**src/hdl/ivau_params.svh**
```systemverilog
// Constants of the interrupt vector address unit
`ifndef IVAU_PARAMS_SVH
`define IVAU_PARAMS_SVH
`define IVAU_RESET_ADDR 16'h0000
`define IVAU_TABLE_BASE 16'h0002
`define IVAU_VEC_STEP 16'h0002
`define IVAU_BOOT_ADDR_DEF 16'h3800
`define IVAU_NUM_SRC 24
`define IVAU_NUM_SRC_SMALL 22
`define IVAU_SRC_W 5
`define IVAU_RESET_VEC 5'h01
`define IVAU_FIRST_IRQ_VEC 5'h02
`endif

```
**src/hdl/ivau_pkg.sv**
```systemverilog
// Types of the interrupt vector address unit
package ivau_pkg;
  typedef enum logic [1:0] {
    IVAU_IDLE = 2'b00,
    IVAU_RESET = 2'b01,
    IVAU_VECTOR = 2'b10
  } ivau_state_t;

  typedef struct packed {
    logic valid;
    logic is_reset;
    logic [4:0] vec_num;
    logic [15:0] addr;
  } ivau_fetch_t;

  typedef struct packed {
    ivau_state_t state;
    ivau_fetch_t fetch;
  } ivau_reg_t;
endpackage

```
**src/hdl/ivau_prio.sv**
```systemverilog
// Fixed-priority selector: lowest request index wins
`timescale 1ns/100ps
module ivau_prio #(
  parameter int N = 24,
  parameter int W = 5
) (
  input wire logic [N-1:0] req_i,
  output logic any_o,
  output logic [W-1:0] idx_o
);
  if (N > (1 << W) || N < 1) begin : g_bad_size
    $error("ivau_prio: N does not fit W");
  end

  logic [N-1:0] hit;
  logic [N-1:0] below;
  // ==========================================
  // One-hot of lowest set bit
  generate
    for (genvar g = 0; g < N; g++) begin : g_bit
      if (g == 0) begin : g_first
        assign below[g] = 1'b0;
      end else begin : g_rest
        assign below[g] = below[g-1] | req_i[g-1];
      end
      assign hit[g] = req_i[g] & ~below[g];
    end
  endgenerate

  always_comb begin
    idx_o = '0;
    for (int i = 0; i < N; i++) begin
      if (hit[i]) begin
        idx_o = W'(i);
      end
    end
  end
  assign any_o = |req_i;
endmodule

```
**src/hdl/ivau_top.sv**
```systemverilog
// Interrupt vector address unit: reset and interrupt vector generation
`timescale 1ns/100ps
`include "ivau_params.svh"
module ivau_top
  import ivau_pkg::*;
#(
  parameter bit LARGE_PINS = 1'b1,
  parameter logic [15:0] BOOT_ADDR = `IVAU_BOOT_ADDR_DEF
) (
  input wire logic clk_i,
  input wire logic rst_i,
  input wire logic boot_reset_fuse_i,
  input wire logic vector_table_select_i,
  input wire logic [`IVAU_NUM_SRC-1:0] irq_i,
  input wire logic fetch_ack_i,
  output logic fetch_valid_o,
  output logic fetch_is_reset_o,
  output logic [4:0] vec_num_o,
  output logic [15:0] vec_addr_o
);
  if (BOOT_ADDR[0] != 1'b0 || BOOT_ADDR > 16'hffce) begin : g_bad_boot
    $error("ivau_top: boot address must be even and leave room for the table");
  end

  // ==========================================
  // Source masking
  logic [`IVAU_NUM_SRC-1:0] req_ok;
  always_comb begin
    req_ok = irq_i;
    if (!LARGE_PINS) begin
      req_ok[`IVAU_NUM_SRC-1:`IVAU_NUM_SRC_SMALL] = '0;
    end
  end

  logic any_req;
  logic [`IVAU_SRC_W-1:0] win_idx;
  ivau_prio #(
    .N(`IVAU_NUM_SRC),
    .W(`IVAU_SRC_W)
  ) u_prio (
    .req_i(req_ok),
    .any_o(any_req),
    .idx_o(win_idx)
  );

  // ==========================================
  // Address generation
  logic [15:0] reset_addr;
  logic [15:0] table_base;
  logic [15:0] irq_addr;
  logic [4:0] irq_num;
  assign reset_addr = boot_reset_fuse_i ? `IVAU_RESET_ADDR : BOOT_ADDR;
  assign table_base = vector_table_select_i ? 16'(BOOT_ADDR + `IVAU_TABLE_BASE) : `IVAU_TABLE_BASE;
  // Request index i is vector number i+2
  assign irq_num = 5'(win_idx) + `IVAU_FIRST_IRQ_VEC;
  assign irq_addr = 16'(table_base + 16'(`IVAU_VEC_STEP * {11'h000, win_idx}));

  // ==========================================
  // State
  ivau_reg_t s_q;
  ivau_reg_t s_d;

  always_comb begin
    s_d = s_q;
    unique case (s_q.state)
      IVAU_RESET: begin
        // Reset vector offered first after any reset
        s_d.fetch.valid = 1'b1;
        s_d.fetch.is_reset = 1'b1;
        s_d.fetch.vec_num = `IVAU_RESET_VEC;
        s_d.fetch.addr = reset_addr;
        if (s_q.fetch.valid && fetch_ack_i) begin
          s_d.state = IVAU_IDLE;
          s_d.fetch.valid = 1'b0;
        end
      end
      IVAU_IDLE: begin
        if (any_req) begin
          s_d.state = IVAU_VECTOR;
          s_d.fetch.valid = 1'b1;
          s_d.fetch.is_reset = 1'b0;
          s_d.fetch.vec_num = irq_num;
          s_d.fetch.addr = irq_addr;
        end
      end
      IVAU_VECTOR: begin
        if (fetch_ack_i) begin
          s_d.state = IVAU_IDLE;
          s_d.fetch.valid = 1'b0;
        end
      end
      default: begin
        s_d.state = IVAU_IDLE;
        s_d.fetch.valid = 1'b0;
      end
    endcase
  end

  always_ff @(posedge clk_i or posedge rst_i) begin
    if (rst_i) begin
      s_q <= '{state: IVAU_RESET, fetch: '0};
    end else begin
      s_q <= s_d;
    end
  end

  assign fetch_valid_o = s_q.fetch.valid;
  assign fetch_is_reset_o = s_q.fetch.is_reset;
  assign vec_num_o = s_q.fetch.vec_num;
  assign vec_addr_o = s_q.fetch.addr;
endmodule
```
**config.mk**
```make
export PLATFORM = sky130hd
export DESIGN_NAME = ivau_top
export DESIGN_NICKNAME = d
export VERILOG_FILES = /design/src/hdl/ivau_pkg.sv /design/src/hdl/ivau_prio.sv /design/src/hdl/ivau_top.sv
export VERILOG_INCLUDE_DIRS = /design/src /design/src/hdl
export SDC_FILE = /design/constraint.sdc
export NUM_CORES = 1
export LEC_CHECK = 0
export ABC_AREA = 1
export BUFFER_PORTS_ARGS = -buffer_cell sky130_fd_sc_hd__buf_2
export CAP_MARGIN = 10
export CORE_MARGIN = 5
export CORE_UTILIZATION = 50
export DETAILED_ROUTE_END_ITERATION = 12
export GPL_TIMING_DRIVEN = 0
export PLACE_DENSITY = 0.81
export SLEW_MARGIN = 20
export SYNTH_ARGS = -nofsm -noshare
export SYNTH_HDL_FRONTEND = slang
export SYNTH_SLANG_ARGS = --single-unit
```
**constraint.sdc**
```tcl
create_clock -name clk_i -period 3 [get_ports clk_i]
set_input_delay 0.15 -clock clk_i [delete_from_list [all_inputs] [get_ports clk_i]]
set_output_delay 0.15 -clock clk_i [all_outputs]
set_load 0.05 [all_outputs]
```
==> out/qor.csv <==
stage;metric;value;unit
outcome;status;finished, final reports clean;
worst_setup_path;slowest_stage;nor2_4;
clock_tree;post_cts_resized;0;
route;dr.pass1.iters;4;
power;leakage;0.980;nW
placement;port-buffer-count;44;
min_path;holdCritPathClass;in2reg;
clock_tree;cts_buffers;3;
synth;synth_top_area_cell;dfrtp_1;
floorplan;die_area;3880;µm²
synth;syn_area;1370;µm²
timing;rsz0062_at_grt;no;
worst_setup_path;timing.critical_path.from_type;input pin;
route;via_per_inst;4.67;
final_layout;drive_gt1_share;37.3;%
power;clkPwrFrac;12.8;%
power;worst_ir_drop_vdd;0.783;mV
synth;synth_ff_type;dfrtp_1;
global_routing;grt_max_degree;17;
timing;finalSetupViolations;0;
synth;synth.area.top_cells;dfrtp_1, buf_4, nand2_1, nor2_1, inv_1;
worst_setup_path;cp.arrival;1.91;ns
final_layout;n_fill_cell;264;
final_layout;syn_to_final_growth;24.0;%
worst_setup_path;cp_data_required_time;3.23;ns
worst_setup_path;cp_max_fo;6;
floorplan;die_w;62.3;µm
power;sequentialPowerShare;28.3;%
clock_tree;clock_sinks;16;
timing;max_slew_margin;61.7;%
global_routing;overflow;0;
timing;worst_slew_pin_slew;0.572;ns
synth;yosysMostFrequentCell;nand2_1;
worst_setup_path;path_buf_inv;3;
power;intPower;0.556;mW
clock_tree;path_clk_slew;0.09;ns
route;routedWlPerCell;9.73;µm
synth;synthCells;189;
synth;netlist.area_leader.share;27.5;%
timing;timing.fmax;594;MHz
floorplan;ios;52;
clock_tree;clk_latency;0.28;ns
route;num_vias;1283;
worst_setup_path;cpLargestDelayFamily;simple AND/OR/NAND/NOR gates;
power;p_switching;0.535;mW
final_layout;fin_cells;275;
worst_setup_path;crit_type;in2reg;
timing;report.final.slew_viol_count;0;
final_layout;num-nets-final;276;
synth;synth.avg_cell_area;7.22;µm²
power;comb_power_share;58.9;%
route;drc;0;
floorplan;start_util;50.8;%
floorplan;die_h;62.3;µm
global_routing;track_usage;14.1;%
timing;setup_total_negative_slack;0;ns
worst_setup_path;slowest_delay;0.20;ns
route;initialDrtViolationCount;43;
synth;ys.warnings.count;0;
route;drt-total-wl;2680;µm
power;switching_share;49.0;%
global_routing;grt_antenna_before_repair;0;
synth;synth_edf_count;0;
route;antenna_left;0;
clock_tree;cts_root_buffer;clkbuf_4;
worst_setup_path;crit_path_cell_trace;buf_2 > nor2_2 > nand2_2 > nor2_4 > nand2_1 > inv_1 > nand2_1 > a21oi_1 > nor2_1 > nand3_1 > ha_1 > inv_1 > a21oi_1 > o21ai_0 > nand2_1;
clock_tree;max-clock-path-buffers;2;
synth;synth_common_cells;nand2_1, nor2_1, inv_1;
timing;finalCritPeriodShare;56.1;%
power;power_density;645;nW/µm²
synth;synth_cell_type_count;36;
floorplan;rows;19;
global_routing;grt_pass1_vias;1147;
synth;seq_area_frac_synth;29.4;%
floorplan;core_area;2690;µm²
placement;placedCellCount;270;
placement;gp_congestion;0.805;
worst_setup_path;endpoint_kind;register;
synth;async_flop_share;100;%
global_routing;grt_pass1_wl;4710;µm
timing;min_period;1.68;ns
worst_setup_path;path_common_cell;nand2_1;
clock_tree;htreeDepth;1;
power;total_power;1.09;mW
synth;ys_seq_elements;16;
final_layout;utilization;63.0;%
placement;dp_hpwl;2300;µm
timing;skew;0.000888;ns
final_layout;n_antenna_cell;0;
timing;holdWs;0.0307;ns
clock_tree;tritoncts;built;
clock_tree;post_cts_buffers;0;
timing;finalHoldViolCount;0;
run;drv_cap;0;
cell families (layout without fill, tap and decap cells):
family,count (synthesis),after routing,synth area share [%]
adders and majority gates,2,2,1.83
buffers and inverters,47,96,19.3
other,1,7,0.275
AOI/OAI and AO/OA,29,29,13.2
DFF,16,16,29.4
and+or+nand+nor,94,94,35.9
repair_timing:
item	in CTS	in global routing
hold buffers	1	0
endpoints found under the hold margin	15	0
endpoints found under the setup margin	0	0
power groups by stage:
stage	combinational [mW]	sequential, mW	clock [mW]
2_1_floorplan	0.499	0.330	0
3_3_place_gp	0.637	0.310	0
3_5_place_dp	0.646	0.313	0
4_1_cts	0.648	0.309	0.140
5_1_grt	0.694	0.318	0.152
6_report	0.643	0.309	0.139
layer usage:
| metal | share of wire (%) | routed length (µm) | track usage, % |
|---|---|---|---|
| met3 | 6.4 | 171 | 2.88 |
| met4 | 0.37 | 10 | 3.18 |
| met1 | 43 | 1150 | 17.6 |
| met2 | 50 | 1340 | 24.7 |
| met5 | 0 | 0 | 0 |
registers in the layout (all words and copies together), names as in the netlist:
signal	count
vec_addr_o	7
s_q	2
fetch_is_reset_o	1
vec_num_o	5
fetch_valid_o	1
cells in the final DEF (no fill, tap or decap):
master	count
nor2_4	3
a22o_1	2
dlygate4sd3_1	1
buf_2	44
nand3_1	10
o2111ai_1	1
inv_1	23
nor2_8	1
nand3b_1	1
buf_6	1
nor2_2	4
clkbuf_4	3
nand3_4	1
a31oi_1	1
nand4_2	1
dfstp_2	1
o21ai_0	5
nand2_2	2
a21oi_1	9
inv_2	1
clkinv_2	1
a31o_2	1
o21ai_1	4
o31ai_1	1
o211ai_2	1
conb_1	7
nand3_2	1
nor3_1	5
o22ai_1	1
o211ai_1	2
or2_1	1
ha_1	2
buf_4	21
nor2_1	27
nand2_4	3
dfrtp_1	15
nand2_1	31
nand4_1	3
clkbuf_8	1
a22oi_1	1
layout make-up:
type                    count  area [µm²]  share of cell area (%)
repair buffers             45         230                    13.6
flip-flops and latches     16         402                    23.7
multi-input cells         132         722                    42.6
clock buffers               4        36.3                    2.14
inverters                  25        95.1                    5.62
plain buffers              22         169                    9.98
well taps                  31        38.8                    2.29
worst reg2reg max path, delay by kind of cell (launching register included):
family	cells	cell delay (ns)
and+or+nand+nor	4	0.94
buffers and inverters	1	0.07
DFF	1	0.39
per-stage QoR:
step,worst slack [ns],area (µm²)
CTS,1.33,1690
detailed placement,1.04,1650
global route,1.07,1690
finish,1.32,1690
floorplan,1.38,1390
global placement,1.05,1650
final timing paths:
kind | startpoint | end | slack [ns] | depth (start not counted)
worst min register to register | fetch_valid_o$_DFFE_PP0P_ | s_q[23]$_DFFE_PP1P_ | 0.45 | 1
worst min-delay path | fetch_ack_i | s_q[23]$_DFFE_PP1P_ | 0.03 | 2
max in group asynchronous | rst_i | s_q[23]$_DFFE_PP1P_ | 2.16 | 3
min in group asynchronous | rst_i | vec_addr_o[4]$_DFFE_PP0P_ | 0.46 | 3
worst max-delay path | irq_i[0] | vec_num_o[3]$_DFFE_PP0P_ | 1.32 | 15
worst max register to register | s_q[24]$_DFFE_PP0P_ | s_q[24]$_DFFE_PP0P_ | 1.48 | 5
(Power assumes the default switching activity.)
